==> src/pkg/fuse_prom_map.vh <==
// Constants for the fuse PROM read and program controller
`ifndef FUSE_PROM_MAP_VH
`define FUSE_PROM_MAP_VH
// Clock period in ns
`define FP_CLK_NS 10
// Programming pulse width in ns (7.5 us)
`define FP_PULSE_NS 7500
// Least delay from pulse trailing edge to sense, ns (0.7 us)
`define FP_SENSE_DLY_NS 700
// Spacing of the two confirming sense readings, ns (10 us)
`define FP_CONFIRM_NS 10000
// Sense current interruption around address change, ns (10 us)
`define FP_ADDR_GAP_NS 10000
// Derived cycle counts
`define FP_PULSE_CYC (`FP_PULSE_NS / `FP_CLK_NS)
`define FP_SENSE_DLY_CYC ((`FP_SENSE_DLY_NS + `FP_CLK_NS - 1) / `FP_CLK_NS)
`define FP_CONFIRM_CYC ((`FP_CONFIRM_NS + `FP_CLK_NS - 1) / `FP_CLK_NS)
`define FP_ADDR_GAP_CYC ((`FP_ADDR_GAP_NS + `FP_CLK_NS - 1) / `FP_CLK_NS)
// Extra pulses after a bit is judged programmed
`define FP_EXTRA_PULSES 4
`endif

==> src/design/fuse_prom_ctrl.v <==
// Host controller that reads and programs a 2048x8 fuse PROM through its pins
`timescale 1ns/1ps
`include "fuse_prom_map.vh"
module fuse_prom_ctrl #(
  parameter AW = 11,
  parameter DW = 8,
  parameter MAX_PULSES = 32,
  parameter CONFIRM_CYC = `FP_CONFIRM_CYC,
  parameter ADDR_GAP_CYC = `FP_ADDR_GAP_CYC
) (
  // Clock and reset
  input wire clk_i,
  input wire srst_i,
  // User command port
  input wire req_valid_i,
  input wire req_prog_i,
  input wire [AW-1:0] req_addr_i,
  input wire [DW-1:0] req_data_i,
  output wire req_ready_o,
  output reg done_o,
  output reg fail_o,
  output reg [DW-1:0] rd_data_o,
  // PROM pins
  output reg [AW-1:0] word_select_lines_o,
  output reg enable_low_active_o,
  output reg enable_high_active_a_o,
  output reg enable_high_active_b_o,
  input wire [DW-1:0] word_output_lines_i,
  // Programming equipment drive per output line
  output reg [DW-1:0] sense_en_o,
  output reg [DW-1:0] pulse_en_o,
  input wire [DW-1:0] sense_pass_i
);
  // States
  localparam S_IDLE = 4'h0;
  localparam S_GAP1 = 4'h1;
  localparam S_READ = 4'h2;
  localparam S_SEL = 4'h3;
  localparam S_SENSE1 = 4'h4;
  localparam S_PULSE = 4'h5;
  localparam S_SDLY = 4'h6;
  localparam S_CONF = 4'h7;
  localparam S_EXTRA = 4'h8;
  localparam S_XDLY = 4'h9;
  localparam S_GAP2 = 4'ha;
  localparam S_VERIFY = 4'hb;
  localparam S_DONE = 4'hc;
  localparam S_SETTLE = 4'hd;

  reg [3:0] st_q;          // Current state
  reg [15:0] cnt_q;        // Timer
  reg [7:0] npulse_q;      // Pulses on current bit
  reg [2:0] bit_q;         // Bit being programmed
  reg [2:0] extra_q;       // Extra pulses given
  reg prog_q;              // Command is a program
  reg [DW-1:0] data_q;     // Target pattern
  reg [DW-1:0] onehot;     // Selected bit as a mask
  wire [3:0] nxt_bit;      // Next set bit at or above bit_q, 8 when none

  // Ready only when idle
  assign req_ready_o = (st_q == S_IDLE);

  // Next bit to program, from bit index upward; 8 with none left handled by check
  function [3:0] next_bit;
    input [DW-1:0] pat;
    input [3:0] from;
    integer k;
    begin
      next_bit = 4'h8;
      for (k = DW - 1; k >= 0; k = k - 1) begin
        if (pat[k] && (k >= from)) begin
          next_bit = k[3:0];
        end
      end
    end
  endfunction

  // Decoded bit mask
  always @* begin
    onehot = {{(DW-1){1'b0}}, 1'b1} << bit_q;
  end

  // Search result held on a net so the sequencer can slice it
  assign nxt_bit = next_bit(data_q, {1'b0, bit_q});

  // Main sequencer
  always @(posedge clk_i) begin
    if (srst_i) begin
      st_q <= S_IDLE;
      cnt_q <= 16'h0000;
      npulse_q <= 8'h00;
      bit_q <= 3'h0;
      extra_q <= 3'h0;
      prog_q <= 1'b0;
      data_q <= 8'h00;
      done_o <= 1'b0;
      fail_o <= 1'b0;
      rd_data_o <= 8'h00;
      word_select_lines_o <= 11'h000;
      enable_low_active_o <= 1'b1;   // Disabled at reset
      enable_high_active_a_o <= 1'b0;
      enable_high_active_b_o <= 1'b0;
      sense_en_o <= 8'h00;
      pulse_en_o <= 8'h00;
    end else begin
      done_o <= 1'b0;
      case (st_q)
        // Take a command; sense is off here
        S_IDLE: begin
          if (req_valid_i) begin
            prog_q <= req_prog_i;
            data_q <= req_data_i;
            fail_o <= 1'b0;
            cnt_q <= 16'h0000;
            st_q <= S_GAP1;
          end
        end
        // Sense current off for the gap before the address moves
        S_GAP1: begin
          if (cnt_q >= ADDR_GAP_CYC[15:0]) begin
            word_select_lines_o <= req_addr_i; // One address path
            cnt_q <= 16'h0000;
            st_q <= prog_q ? S_SETTLE : S_READ; // Program waits again before sensing
          end else begin
            cnt_q <= cnt_q + 16'h0001;
          end
        end
        // Sense stays off for the gap after the address moved
        S_SETTLE: begin
          cnt_q <= cnt_q + 16'h0001;
          if (cnt_q >= ADDR_GAP_CYC[15:0]) begin
            cnt_q <= 16'h0000;
            st_q <= S_SEL;
          end
        end
        // Normal read with enables active
        S_READ: begin
          enable_low_active_o <= 1'b0;
          enable_high_active_a_o <= 1'b1;
          enable_high_active_b_o <= 1'b1;
          cnt_q <= cnt_q + 16'h0001;
          if (cnt_q == 16'h0002) begin
            rd_data_o <= word_output_lines_i;
            cnt_q <= 16'h0000;
            st_q <= S_DONE;
          end
        end
        // Pick the next bit to burn, one at a time
        S_SEL: begin
          enable_low_active_o <= 1'b1;   // Outputs off before pulsing
          enable_high_active_a_o <= 1'b0;
          enable_high_active_b_o <= 1'b0;
          sense_en_o <= 8'h00;
          if (nxt_bit == 4'h8) begin
            cnt_q <= 16'h0000;
            st_q <= S_GAP2;
          end else begin
            bit_q <= nxt_bit[2:0];
            npulse_q <= 8'h00;
            extra_q <= 3'h0;
            cnt_q <= 16'h0000;
            st_q <= S_SENSE1;
          end
        end
        // Sense first; a pass starts the confirm interval
        S_SENSE1: begin
          sense_en_o <= onehot;
          cnt_q <= cnt_q + 16'h0001;
          if (cnt_q == 16'h0001) begin
            cnt_q <= 16'h0000;
            if (sense_pass_i[bit_q]) begin
              st_q <= S_CONF;
            end else if (npulse_q >= MAX_PULSES[7:0]) begin
              fail_o <= 1'b1;          // Bit would not blow
              sense_en_o <= 8'h00;
              st_q <= S_GAP2;
            end else begin
              st_q <= S_PULSE;
            end
          end
        end
        // Programming pulse of fixed width, chip still disabled
        S_PULSE: begin
          pulse_en_o <= onehot;
          cnt_q <= cnt_q + 16'h0001;
          if (cnt_q == `FP_PULSE_CYC - 1) begin
            pulse_en_o <= 8'h00;
            npulse_q <= npulse_q + 8'h01;
            cnt_q <= 16'h0000;
            st_q <= S_SDLY;
          end
        end
        // Wait after trailing edge before sensing
        S_SDLY: begin
          cnt_q <= cnt_q + 16'h0001;
          if (cnt_q == `FP_SENSE_DLY_CYC - 1) begin
            cnt_q <= 16'h0000;
            st_q <= S_SENSE1;
          end
        end
        // Second sense a full interval later, no pulse between
        S_CONF: begin
          cnt_q <= cnt_q + 16'h0001;
          if (cnt_q == CONFIRM_CYC[15:0]) begin
            cnt_q <= 16'h0000;
            st_q <= sense_pass_i[bit_q] ? S_EXTRA : S_PULSE;
          end
        end
        // Four further pulses after the bit is judged
        S_EXTRA: begin
          pulse_en_o <= onehot;
          cnt_q <= cnt_q + 16'h0001;
          if (cnt_q == `FP_PULSE_CYC - 1) begin
            pulse_en_o <= 8'h00;
            extra_q <= extra_q + 3'h1;
            cnt_q <= 16'h0000;
            st_q <= S_XDLY;
          end
        end
        // Gap between extras, then drop sense current
        S_XDLY: begin
          cnt_q <= cnt_q + 16'h0001;
          if (cnt_q == `FP_SENSE_DLY_CYC - 1) begin
            cnt_q <= 16'h0000;
            if (extra_q == `FP_EXTRA_PULSES) begin
              sense_en_o <= 8'h00;
              npulse_q <= 8'h01;
              if (bit_q == 3'h7) begin
                st_q <= S_GAP2;
              end else begin
                bit_q <= bit_q + 3'h1;
                st_q <= S_SEL;
              end
            end else begin
              st_q <= S_EXTRA;
            end
          end
        end
        // Sense off before verify read
        S_GAP2: begin
          sense_en_o <= 8'h00;
          cnt_q <= cnt_q + 16'h0001;
          if (cnt_q >= ADDR_GAP_CYC[15:0]) begin
            cnt_q <= 16'h0000;
            st_q <= S_VERIFY;
          end
        end
        // Normal read and compare with the pattern
        S_VERIFY: begin
          enable_low_active_o <= 1'b0;
          enable_high_active_a_o <= 1'b1;
          enable_high_active_b_o <= 1'b1;
          cnt_q <= cnt_q + 16'h0001;
          if (cnt_q == 16'h0002) begin
            rd_data_o <= word_output_lines_i;
            if (word_output_lines_i != data_q) begin
              fail_o <= 1'b1;
            end
            st_q <= S_DONE;
          end
        end
        // Finish: disable, pulse done
        S_DONE: begin
          enable_low_active_o <= 1'b1;
          enable_high_active_a_o <= 1'b0;
          enable_high_active_b_o <= 1'b0;
          bit_q <= 3'h0;
          npulse_q <= 8'h00;
          cnt_q <= 16'h0000;
          done_o <= 1'b1;
          st_q <= S_IDLE;
        end
        default: begin
          st_q <= S_IDLE;
        end
      endcase
    end
  end
endmodule // fuse_prom_ctrl

==> config.mk <==
export PLATFORM = sky130hd
export DESIGN_NAME = fuse_prom_ctrl
export DESIGN_NICKNAME = d
export VERILOG_FILES = /design/src/design/fuse_prom_ctrl.v
export VERILOG_INCLUDE_DIRS = /design/src /design/src/pkg
export SDC_FILE = /design/constraint.sdc
export NUM_CORES = 1
export LEC_CHECK = 0
export BUFFER_PORTS_ARGS = -buffer_cell sky130_fd_sc_hd__buf_2
export CORE_ASPECT_RATIO = 2
export CORE_MARGIN = 8
export CORE_UTILIZATION = 40
export CTS_CLUSTER_SIZE = 12
export DETAILED_ROUTE_END_ITERATION = 16
export GPL_TIMING_DRIVEN = 0
export PLACE_DENSITY_LB_ADDON = 0.12
export SETUP_SLACK_MARGIN = 0.4
export SLEW_MARGIN = 20
export SYNTH_ARGS = -nofsm -noshare
export SYNTH_HDL_FRONTEND = slang
export SYNTH_SLANG_ARGS = --single-unit
==> constraint.sdc <==
create_clock -name clk_i -period 3.4 [get_ports clk_i]
set_input_delay 0.51 -clock clk_i [delete_from_list [all_inputs] [get_ports clk_i]]
set_output_delay 0.51 -clock clk_i [all_outputs]
set_load 0.01 [all_outputs]
==> results of run 1 <==
## placed cells by master (no fill, tap or decap), types with 6 or more instances in the layout
| cell | synthesis | layout |
|---|---|---|
| a32oi_1 | 6 | 6 |
| clkbuf_1 | 20 | 20 |
| a311oi_1 | 6 | 6 |
| mux2i_1 | 20 | 20 |
| inv_1 | 14 | 14 |
| and2_1 | 6 | 6 |
| nor4_1 | 6 | 6 |
| nand3b_1 | 6 | 6 |
| buf_2 | 12 | 91 |
| xnor2_1 | 7 | 7 |
| ha_1 | 14 | 14 |
| o21ai_0 | 22 | 22 |
| a21oi_1 | 40 | 40 |
| a211oi_1 | 20 | 19 |
| clkbuf_16 | 0 | 9 |
| nand2b_1 | 8 | 8 |
| nand4_1 | 14 | 14 |
| nor3_1 | 12 | 12 |
| dfxtp_1 | 82 | 82 |
| and3_1 | 7 | 7 |
| xor2_1 | 16 | 16 |
| nor2b_1 | 9 | 9 |
| nor2_1 | 59 | 59 |
| nand2_1 | 42 | 42 |
| nand3_1 | 28 | 28 |
## per-layer routing
| metal | vias up | track usage | share of wire |
|---|---|---|---|
| li1 | 2222 | - | - |
| met1 | 2125 | 0.2201 | 0.42 |
| met2 | 136 | 0.3132 | 0.50 |
| met3 | 28 | 0.03815 | 0.048 |
| met4 | 0 | 0.07768 | 0.032 |
| met5 | - | 0 | 0 |
## cell families after synthesis
family	synth area share
buf+inv	0.04519
mux	0.05567
xor+xnor	0.04330
compound gates	0.2179
flops	0.3529
fa+ha+maj	0.03766
simple gates	0.2474
## stage by stage
step | utilization | std cells | worst slack, ns | hold WS (ns) | instance area [um2]
6_report | 0.4798 | 793 | 0.6305 | 0.3931 | 5547
4_1_cts | 0.4793 | 793 | 0.6802 | 0.3896 | 5542
3_3_place_gp | 0.4523 | 777 | 0.7166 | 0.4379 | 5229
5_1_grt | 0.4798 | 793 | 0.4146 | 0.3953 | 5547
3_5_place_dp | 0.4523 | 777 | 0.7293 | 0.4440 | 5229
2_1_floorplan | - | 553 | 1.238 | 0.4562 | 4652
## worst register-to-register path, delay by kind of cell (launching register included)
kind	cells	cell delay, ns
AOI/OAI and AO/OA	4	1.03
buffers and inverters	3	0.72
and+or+nand+nor	2	0.37
DFF	1	0.36
adders and majority gates	1	0.20
## layout make-up
cell class,count,area share
plain buffers,35,0.02842
clock buffers,10,0.04309
well taps,145,0.03271
multi-input cells,422,0.5058
clock inverters,6,0.01331
repair buffers,79,0.07128
inverters,14,0.009474
flip-flops and latches,82,0.2960
## worst max-delay path by stage
stage / from / to / slack (ns) / depth (start not counted)
6_report: bit_q[1] / npulse_q[7] / 0.63 / 10
3_3_place_gp: bit_q[1] / st_q[2] / 0.72 / 10
5_1_grt: bit_q[1] / npulse_q[7] / 0.41 / 10
3_5_place_dp: bit_q[1] / npulse_q[7] / 0.73 / 10
2_1_floorplan: bit_q[1] / npulse_q[7] / 1.24 / 10
4_1_cts: bit_q[1] / npulse_q[7] / 0.68 / 10
## where the power goes
group	total (mW)	switching, mW	internal, mW
combinational	1.38	0.886	0.491
clock	1.03	0.428	0.598
sequential	1.10	0.0666	1.04
total	3.51	1.38	2.12
## state kept, by name (all words and copies together), names as in the netlist, 4 cells and up
| register | cells |
|---|---|
| cnt_q | 16 |
| pulse_en_o | 8 |
| st_q | 4 |
| rd_data_o | 8 |
| npulse_q | 8 |
| word_select_lines_o | 11 |
| data_q | 8 |
| sense_en_o | 8 |
==> summary.md, run 1 <==
| Metric | Value |
|---|---|
| First-pass GRT wire length | `23.12 mm` |
| Worst r2r src | `bit_q[1]` |
| Crit-path cells | `clkbuf_1 > inv_1 > ha_1 > clkbuf_1 > nand3b_1 > a21oi_1 > o21bai_1 > o21ai_2 > nor2_1 > a311oi_1` |
| EDFF count, synth | `0` |
| Die H | `168.5 um` |
| Hold path startpoint | `req_addr_i[9]` |
| Clock sink total | `82` |
| Number of global-route vias before repair | `4387` |
| CTS tree | `yes` |
| PortBufs | `79` |
| Largest net degree at the start of global routing | `16` |
| Worst-path clk slew | `0.07 ns` |
| Clock skew | `0.007525 ns` |
| Share of cells above drive strength 1 | `0.2022` |
| Worst EP arrival | `3.02 ns` |
| Hold WC Path Type | `input pin to flop` |
| Slew @ Worst Pin | `0.6768 ns` |
| Gr usage total | `0.1853` |
| Pins Over Slew Limit | `0` |
| R2R cell count | `10` |
| CP startpoint kind | `flop` |
| Slowest cell on crit path | `dfxtp_1` |
| RSZ-0062 raised after global routing | `false` |
| Hold Buf Count CTS | `0` |
| # DRC | `0` |
| Crit share post-route | `0.8146` |
| Worst skew pair latency | `0.34 ns` |
| CP dominant cell by count | `clkbuf_1` |
| Drt total wl | `14.22 mm` |
| Final Hold Viols | `0` |
| Total power | `3.505 mW` |
| DRT iter0 DRCs | `323` |
| CP peak stage delay | `0.36 ns` |
| Sequential-to-total area share from yosys stat | `0.3529` |
| Sequential Area | `1642 um2` |
| # rows | `56` |
| Starting Density | `0.4024` |
| R2R setup slack | `0.63 ns` |
| Fill count | `1204` |
| Total Nets Final | `696` |
| Critical R2R Capture | `npulse_q[7]` |
| Syn avg cell area | `8.412 um2` |
| Die area | `15550 um2` |
| Final setup vio count | `0` |
| Top FF cell, synth | `dfxtp_1` |
| Outcome | `complete, no violations` |
| Top-area cell type share of the netlist area | `0.3529` |
| MaxCap Viol Count | `0` |
| Critical path buffers and inverters | `3` |
| Antenna violations before repair | `0` |
| Peak Freq | `0.3611 GHz` |
| Most frequent cells after synthesis | `82 x dfxtp_1, 59 x nor2_1, 42 x nand2_1, 40 x a21oi_1, 28 x nand3_1` |
| DR vias/cell | `5.689` |
| Synth Net Count | `606` |
| Synth warn | `0` |
| Largest area contributor in the netlist | `dfxtp_1` |
| CP Capture Type | `flop` |
| FF+latch count, synth | `82` |
| Largest cells by area after synthesis | `dfxtp_1 35%, nor2_1 4.8%, a21oi_1 4.3%` |
| Leak Pwr | `2.233 nW` |
| Slew margin rel. | `0.5480` |
| Root Buffer | `clkbuf_16` |
| Unique masters post-synth | `75` |
| I/O pin cnt | `80` |
| Die Span X | `92.26 um` |
| Sum Neg Setup Slack | `0 ns` |
| Power Density | `631.9 nW/um2` |
| # diodes | `0` |
| Htree depth | `3` |
| Syn Inst Count | `553` |
| Worst path required time | `3.65 ns` |
| Hold depth | `3` |
| Avg WL per Cell | `17.93 um` |
| Crit path kind | `flop to flop` |
| Clock buffer depth | `2` |
| Core Area | `11560 um2` |
| Top-count cell post-synth | `dfxtp_1` |
| Worst VDD drop | `0.4124 mV` |
| CTS Buf Count | `9` |
| Mapped Area | `4652 um2` |
| Setup bufs post-CTS | `0` |
| DP Wirelength | `10.90 mm` |
| # resized after CTS | `0` |
| Layout area overhead | `19.23%` |
| Crit Path Max Fanout | `9` |
| Async S/R FF share, synth | `0` |
| Gpl congestion | `0.9412` |
| Tmin final | `2.770 ns` |
| DR vias | `4511` |
| Antenna-violating nets left | `0` |
| Grt ovf | `0` |
| DR pass1 iterations | `7` |
| WHS Endpoint | `word_select_lines_o[9]` |
| Area occupied by multi-input gates | `2805 um2` |
| CP delay by family, top | `compound AO/OA/AOI/OAI gates` |
(Power assumes the default switching activity.)
==> run 2, diff against run 1 <==
==> constraint.sdc (replaced) <==
create_clock -name clk_i -period 2.22 [get_ports clk_i]
set_input_delay 0.333 -clock clk_i [delete_from_list [all_inputs] [get_ports clk_i]]
set_output_delay 0.333 -clock clk_i [all_outputs]
set_load 0.01 [all_outputs]
==> summary.md, run 2 (synthesis gave the netlist of run 1 again) <==
| Metric | Value |
|---|---|
| Final Hold Viols | `0 (unchanged)` |
| Violated checks | `negative setup slack` |
| Hold WC Path Type | `input pin to flop (unchanged)` |
| Pins Over Slew Limit | `0 (unchanged)` |
| Hold depth | `3 (unchanged)` |
| Clock skew | `0.009827 ns (was 0.007525 ns)` |
| Total Nets Final | `749 (was 696)` |
| Root Buffer | `clkbuf_16 (unchanged)` |
| Clock sink total | `82 (unchanged)` |
| Leak Pwr | `2.756 nW (was 2.233 nW)` |
| Final WS setup | `-0.03410 ns (was 0.6305 ns)` |
| # diodes | `0 (unchanged)` |
| Sum Neg Setup Slack | `-0.05682 ns (was 0 ns)` |
| Most flops, register | `cnt_q (unchanged)` |
| Peak Freq | `0.4436 GHz (was 0.3611 GHz)` |
| Die area | `15550 um2 (unchanged)` |
| Starting Density | `0.4024 (unchanged)` |
| Switch share | `0.3950 (was 0.3940)` |
| Crit path kind | `flop to flop (unchanged)` |
| DRT iter0 DRCs | `356 (was 323)` |
| Psw | `2.562 mW (was 1.381 mW)` |
| Worst skew pair latency | `0.34 ns (about the same)` |
| Gr usage total | `0.1898 (was 0.1853)` |
| Die Span X | `92.26 um (unchanged)` |
| Flop pwr share | `0.265 (was 0.314)` |
| Power Density | `955.4 nW/um2 (was 631.9 nW/um2)` |
| CP startpoint kind | `flop (unchanged)` |
| MaxCap Viol Count | `0 (unchanged)` |
| Largest net degree at the start of global routing | `16 (unchanged)` |
| Slew margin rel. | `0.5044 (was 0.5480)` |
| # rows | `56 (unchanged)` |
| Antenna violations before repair | `0 (unchanged)` |
| # DRC | `0 (unchanged)` |
| P_int | `3.924 mW (was 2.124 mW)` |
| First-pass GRT wire length | `23.72 mm (was 23.12 mm)` |
| Largest register FFs | `16 (unchanged)` |
| CTS Buf Count | `9 (unchanged)` |
| Crit Path Max Fanout | `3 (was 9)` |
| DP Wirelength | `10.78 mm (was 10.90 mm)` |
| Layout area overhead | `45.94% (was 19.23%)` |
| DR pass1 iterations | `7 (unchanged)` |
| Number of global-route vias before repair | `4660 (was 4387)` |
| I/O pin cnt | `80 (unchanged)` |
| Outcome | `finished, violations left (was complete, no violations)` |
| Slew @ Worst Pin | `0.7434 ns (was 0.6768 ns)` |
| CTS tree | `yes (unchanged)` |
| Worst VDD drop | `0.5504 mV (was 0.4124 mV)` |
| Comb pwr share | `0.492 (was 0.393)` |
| Clock buffer depth | `2 (unchanged)` |
| Fill count | `1058 (was 1204)` |
| DR vias | `4865 (was 4511)` |
| Worst path required time | `2.45 ns (was 3.65 ns)` |
| Worst EP arrival | `2.49 ns (was 3.02 ns)` |
| Placed Area | `5376 um2 (was 5229 um2)` |
| Tmin final | `2.254 ns (was 2.770 ns)` |
| Htree depth | `3 (unchanged)` |
| Antenna-violating nets left | `0 (unchanged)` |
| Avg WL per Cell | `18.26 um (was 17.93 um)` |
| Grt ovf | `0 (unchanged)` |
| Clk pwr share | `0.243 (was 0.293)` |
| Final Instance Area | `6789 um2 (was 5547 um2)` |
| Die H | `168.5 um (unchanged)` |
| R2R cell count | `9 (was 10)` |
| Core Area | `11560 um2 (unchanged)` |
| Worst-path clk slew | `0.07 ns (about the same)` |
| Gpl congestion | `0.9295 (was 0.9412)` |
| Share of cells above drive strength 1 | `0.4009 (was 0.2022)` |
| Most frequent cells in the layout | `83 x buf_2, 71 x dfxtp_1, 53 x nor2_1, 40 x buf_4, 39 x nand2_1 (was 91 x buf_2, 82 x dfxtp_1, 59 x nor2_1, 42 x nand2_1, 40 x a21oi_1)` |
| RSZ-0062 raised after global routing | `true (was false)` |
| Total power | `6.486 mW (was 3.505 mW)` |
| Final setup vio count | `2 (was 0)` |
| Leading cell type in the layout, fill and taps excluded | `buf_2 (unchanged)` |
| DR vias/cell | `5.751 (was 5.689)` |
| DP Worst Slack | `-0.3627 ns (was 0.7293 ns)` |
| Drt total wl | `15.45 mm (was 14.22 mm)` |
| Crit share post-route | `1.015 (was 0.8146)` |
| CP Capture Type | `flop (unchanged)` |
| Largest regs | `cnt_q: 16 flops, word_select_lines_o: 11 flops (unchanged)` |
| PortBufs | `79 (unchanged)` |
-- run 2: cell types whose count changed in the layout (fill, tap and decap cells not counted), sizes merged --
| cell | delta |
|---|---|
| clkbuf | +2 |
| buf | +50 |
| clkinvlp | -2 |
| clkinv | +2 |
| a31oi | +1 |
-- run 2: worst paths after layout --
path                                    start                     end  slack, ns
worst max-delay path                 bit_q[0]                 st_q[0]      -0.03
worst min-delay path            req_addr_i[3]  word_select_lines_o[3]       0.22
worst min register to register  pulse_en_o[4]           pulse_en_o[4]       0.46
worst max register to register       bit_q[0]                 st_q[0]      -0.03
-- run 2: area by class of cell --
type | instances | area, um2 | share of cell area
well taps | 145 | 181.4 | 0.02672
multi-input cells | 423 | 3422 | 0.5041
repair buffers | 131 | 888.4 | 0.1309
clock inverters | 6 | 72.57 | 0.01069
clock buffers | 10 | 239.0 | 0.03520
flip-flops and latches | 82 | 1663 | 0.2449
plain buffers | 35 | 252.7 | 0.03723
inverters | 14 | 70.07 | 0.01032
-- run 2: critical path: stages, from the launching register on --
cell      delay [ns]
dfxtp_2         0.33
buf_4           0.14
ha_4            0.17
ha_4            0.16
nand3b_1        0.24
a2111o_1        0.45
and3_1          0.18
o211a_1         0.14
nand4b_1        0.21
o311ai_2        0.12
-- run 2: timing repair --
item,4_1_cts,5_1_grt
hold buffers,0,0
setup buffers,28,22
gates cloned,2,1
pin swaps,41,42
resized for setup,75,75
endpoints found under the setup margin,72,71
-- run 2: routing by layer --
metal  wire [um]  vias up  share of wire  track usage
li1            -     2336              -            -
met1        6316     2321           0.41       0.2210
met2        7781      163           0.50       0.3232
met3         814       45          0.053      0.04170
met4         537        0          0.035      0.08121
met5           0        -              0            0
-- run 2: stage by stage --
| step | utilization | cells | hold WS, ns |
|---|---|---|---|
| 3_3_place_gp | 0.4650 | 777 | 0.4382 |
| 6_report | 0.5872 | 846 | 0.2152 |
| 5_1_grt | 0.5872 | 846 | 0.2209 |
| 2_1_floorplan | - | 553 | 0.4562 |
| 3_5_place_dp | 0.4650 | 777 | 0.4473 |
| 4_1_cts | 0.5389 | 823 | 0.2080 |
-- run 2: power by group through the flow --
stage,Clock [mW],Sequential [mW],Combinational (mW)
2_1_floorplan,0,1.72,1.60
3_3_place_gp,0,1.73,2.17
3_5_place_dp,0,1.73,2.18
4_1_cts,1.61,1.71,2.65
5_1_grt,1.67,1.73,3.39
6_report,1.58,1.72,3.19
==> run 3, diff against run 2 <==
--- a/config.mk
+++ b/config.mk
@@ -9,11 +9,11 @@
 export BUFFER_PORTS_ARGS = -buffer_cell sky130_fd_sc_hd__buf_2
 export CORE_ASPECT_RATIO = 2
 export CORE_MARGIN = 8
-export CORE_UTILIZATION = 40
+export CORE_UTILIZATION = 33
 export CTS_CLUSTER_SIZE = 12
 export DETAILED_ROUTE_END_ITERATION = 16
 export GPL_TIMING_DRIVEN = 0
-export PLACE_DENSITY_LB_ADDON = 0.12
+export PLACE_DENSITY = 0.54
 export SETUP_SLACK_MARGIN = 0.4
 export SLEW_MARGIN = 20
 export SYNTH_ARGS = -nofsm -noshare
==> summary.md, run 3 (synthesis gave the netlist of run 1 again) <==
| Metric | Value |
|---|---|
| DR vias | `5073 (was 4865)` |
| Share of cells above drive strength 1 | `0.4499 (was 0.4009)` |
| PortBufs | `79 (unchanged)` |
| Die area | `18380 um2 (was 15550 um2)` |
| Hold WC Path Type | `input pin to flop (unchanged)` |
| Number of global-route vias before repair | `5293 (was 4660)` |
| R2R setup slack | `-0.04 ns (was -0.03 ns)` |
| Outcome | `finished, violations left (unchanged)` |
| DP Wirelength | `13.40 mm (was 10.78 mm)` |
| Starting Density | `0.3367 (was 0.4024)` |
| Clock sink total | `82 (unchanged)` |
| Largest net degree at the start of global routing | `17 (was 16)` |
| R2R cell count | `8 (was 9)` |
| DR vias/cell | `5.649 (was 5.751)` |
| Critical Path Start | `bit_q[0] (unchanged)` |
| Grt ovf | `0 (unchanged)` |
| Worst-path clk slew | `0.07 ns (about the same)` |
| Gr usage total | `0.1985 (was 0.1898)` |
| Crit-path cells | `buf_6 > mux4_2 > mux2i_4 > o31a_1 > buf_6 > o211ai_1 > a311oi_2 > a211oi_2 (was buf_4 > ha_4 > ha_4 > nand3b_1 > a2111o_1 > and3_1 > o211a_1 > nand4b_1 > o311ai_2)` |
| Antenna-violating nets left | `0 (unchanged)` |
| Final Hold Viols | `0 (unchanged)` |
| Total power | `6.828 mW (was 6.486 mW)` |
| RSZ-0062 raised after global routing | `true (unchanged)` |
| Tmin final | `2.260 ns (was 2.254 ns)` |
| Gpl congestion | `0.9638 (was 0.9295)` |
| # rows | `61 (was 56)` |
| CP peak stage delay | `0.54 ns (was 0.45 ns)` |
| Die Span X | `99.96 um (was 92.26 um)` |
| Layout area overhead | `50.27% (was 45.94%)` |
| DR pass1 iterations | `5 (was 7)` |
| Hold depth | `3 (unchanged)` |
| Final WS setup | `-0.04034 ns (was -0.03410 ns)` |
| Pins Over Slew Limit | `0 (unchanged)` |
| Worst EP arrival | `2.46 ns (was 2.49 ns)` |
| Worst r2r src | `bit_q[0] (unchanged)` |
| Violated checks | `negative setup slack (unchanged)` |
| CTS tree | `yes (unchanged)` |
| Area occupied by multi-input gates | `3566 um2 (was 3422 um2)` |
| Leak Pwr | `2.793 nW (was 2.756 nW)` |
| Core Area | `13810 um2 (was 11560 um2)` |
| Final setup vio count | `2 (unchanged)` |
| Fill count | `1300 (was 1058)` |
| Util after Layout | `0.5060 (was 0.5872)` |
| MaxCap Viol Count | `0 (unchanged)` |
| DP Worst Slack | `-0.2985 ns (was -0.3627 ns)` |
| Worst skew pair latency | `0.35 ns (was 0.34 ns)` |
| Crit Path Max Fanout | `4 (was 3)` |
| CP Capture Type | `flop (unchanged)` |
| Clock buffer depth | `2 (unchanged)` |
| Sum Neg Setup Slack | `-0.06351 ns (was -0.05682 ns)` |
| Slowest cell on crit path | `mux4_2 (was a2111o_1)` |
| Crit share post-route | `1.018 (was 1.015)` |
| # diodes | `0 (unchanged)` |
| Critical R2R Capture | `st_q[2] (was st_q[0])` |
| Final Instance Area | `6990 um2 (was 6789 um2)` |
| DRT iter0 DRCs | `328 (was 356)` |
| Most frequent cells in the layout | `85 x buf_2, 66 x dfxtp_1, 51 x nor2_1, 41 x buf_4, 38 x nand2_1 (was 83 x buf_2, 71 x dfxtp_1, 53 x nor2_1, 40 x buf_4, 39 x nand2_1)` |
| Avg WL per Cell | `20.73 um (was 18.26 um)` |
| Root Buffer | `clkbuf_16 (unchanged)` |
| Critical Path End | `st_q[2] (was st_q[0])` |
| Worst VDD drop | `0.6652 mV (was 0.5504 mV)` |
| Largest register FFs | `16 (unchanged)` |
| Clock skew | `0.006548 ns (was 0.009827 ns)` |
| CP dominant cell by count | `buf_6 (was ha_4)` |
| Slew margin rel. | `0.4421 (was 0.5044)` |
| Slew @ Worst Pin | `0.8368 ns (was 0.7434 ns)` |
| CP startpoint kind | `flop (unchanged)` |
| First-pass GRT wire length | `28.08 mm (was 23.72 mm)` |
| Largest regs | `cnt_q: 16 flops, word_select_lines_o: 11 flops (unchanged)` |
| Sequential Area | `1669 um2 (was 1663 um2)` |
| Drt total wl | `18.61 mm (was 15.45 mm)` |
| Crit path kind | `flop to flop (unchanged)` |
| Die H | `183.9 um (was 168.5 um)` |
| Leading cell type in the layout, fill and taps excluded | `buf_2 (unchanged)` |
| Htree depth | `3 (unchanged)` |
| I/O pin cnt | `80 (unchanged)` |
| Power Density | `976.7 nW/um2 (was 955.4 nW/um2)` |
| Worst path required time | `2.42 ns (was 2.45 ns)` |
| # DRC | `0 (unchanged)` |
| Peak Freq | `0.4424 GHz (was 0.4436 GHz)` |
| Antenna violations before repair | `0 (unchanged)` |
| Total Nets Final | `757 (was 749)` |
| Placed Area | `5436 um2 (was 5376 um2)` |
| Most flops, register | `cnt_q (unchanged)` |
| CTS Buf Count | `9 (unchanged)` |
[run 3: power breakdown]
| group | leakage [nW] | switching, mW | internal [mW] |
|---|---|---|---|
| Sequential | 0.672 | 0.118 | 1.59 |
| Combinational | 1.98 | 2.04 | 1.60 |
| Clock | 0.143 | 0.699 | 0.781 |
| Total | 2.79 | 2.86 | 3.97 |
[run 3: what timing repair did]
| action | CTS | global route |
|---|---|---|
| buffers inserted | 45 | 12 |
| cloned | 4 | 0 |
| hold buffers | 0 | 0 |
| gates resized for setup | 136 | 51 |
| pin swaps | 37 | 31 |
| endpoints found under the setup margin | 76 | 68 |
[run 3: worst min path at each step]
stage / slack, ns / endpoint / start
after floorplan: 0.46 / data_q[1] / data_q[1]
after global placement: 0.44 / pulse_en_o[0] / pulse_en_o[0]
after detailed placement: 0.45 / pulse_en_o[6] / pulse_en_o[6]
after CTS: 0.21 / word_select_lines_o[8] / req_addr_i[8]
after global routing: 0.24 / word_select_lines_o[8] / req_addr_i[8]
final: 0.21 / word_select_lines_o[8] / req_addr_i[8]
[run 3: cell type report]
type | instances | area share
Sequential cell | 82 | 0.2388
Clock buffer | 9 | 0.03222
Inverter | 14 | 0.008591
Tap cell | 189 | 0.03383
Timing Repair Buffer | 138 | 0.1344
Buffer | 35 | 0.03347
Clock inverter | 7 | 0.008591
Multi-Input combinational cell | 424 | 0.5101
[run 3: routing by layer]
layer / global-route usage / part of all wire
met5: 0 / 0
met4: 0.1232 / 0.058
met3: 0.03832 / 0.047
met2: 0.3984 / 0.57
met1: 0.1694 / 0.33
[run 3: stage by stage]
stage	cells	hold WS [ns]
4_1_cts	886	0.2088
3_3_place_gp	821	0.4430
6_report	898	0.2068
5_1_grt	898	0.2441
2_1_floorplan	553	0.4562
3_5_place_dp	821	0.4462
[run 3: critical path: cells and delay by family (launching register included)]
family | cells | cell delay, ns
AOI/OAI and AO/OA | 4 | 0.70
DFF | 1 | 0.35
buffers and inverters | 2 | 0.27
muxes | 2 | 0.80
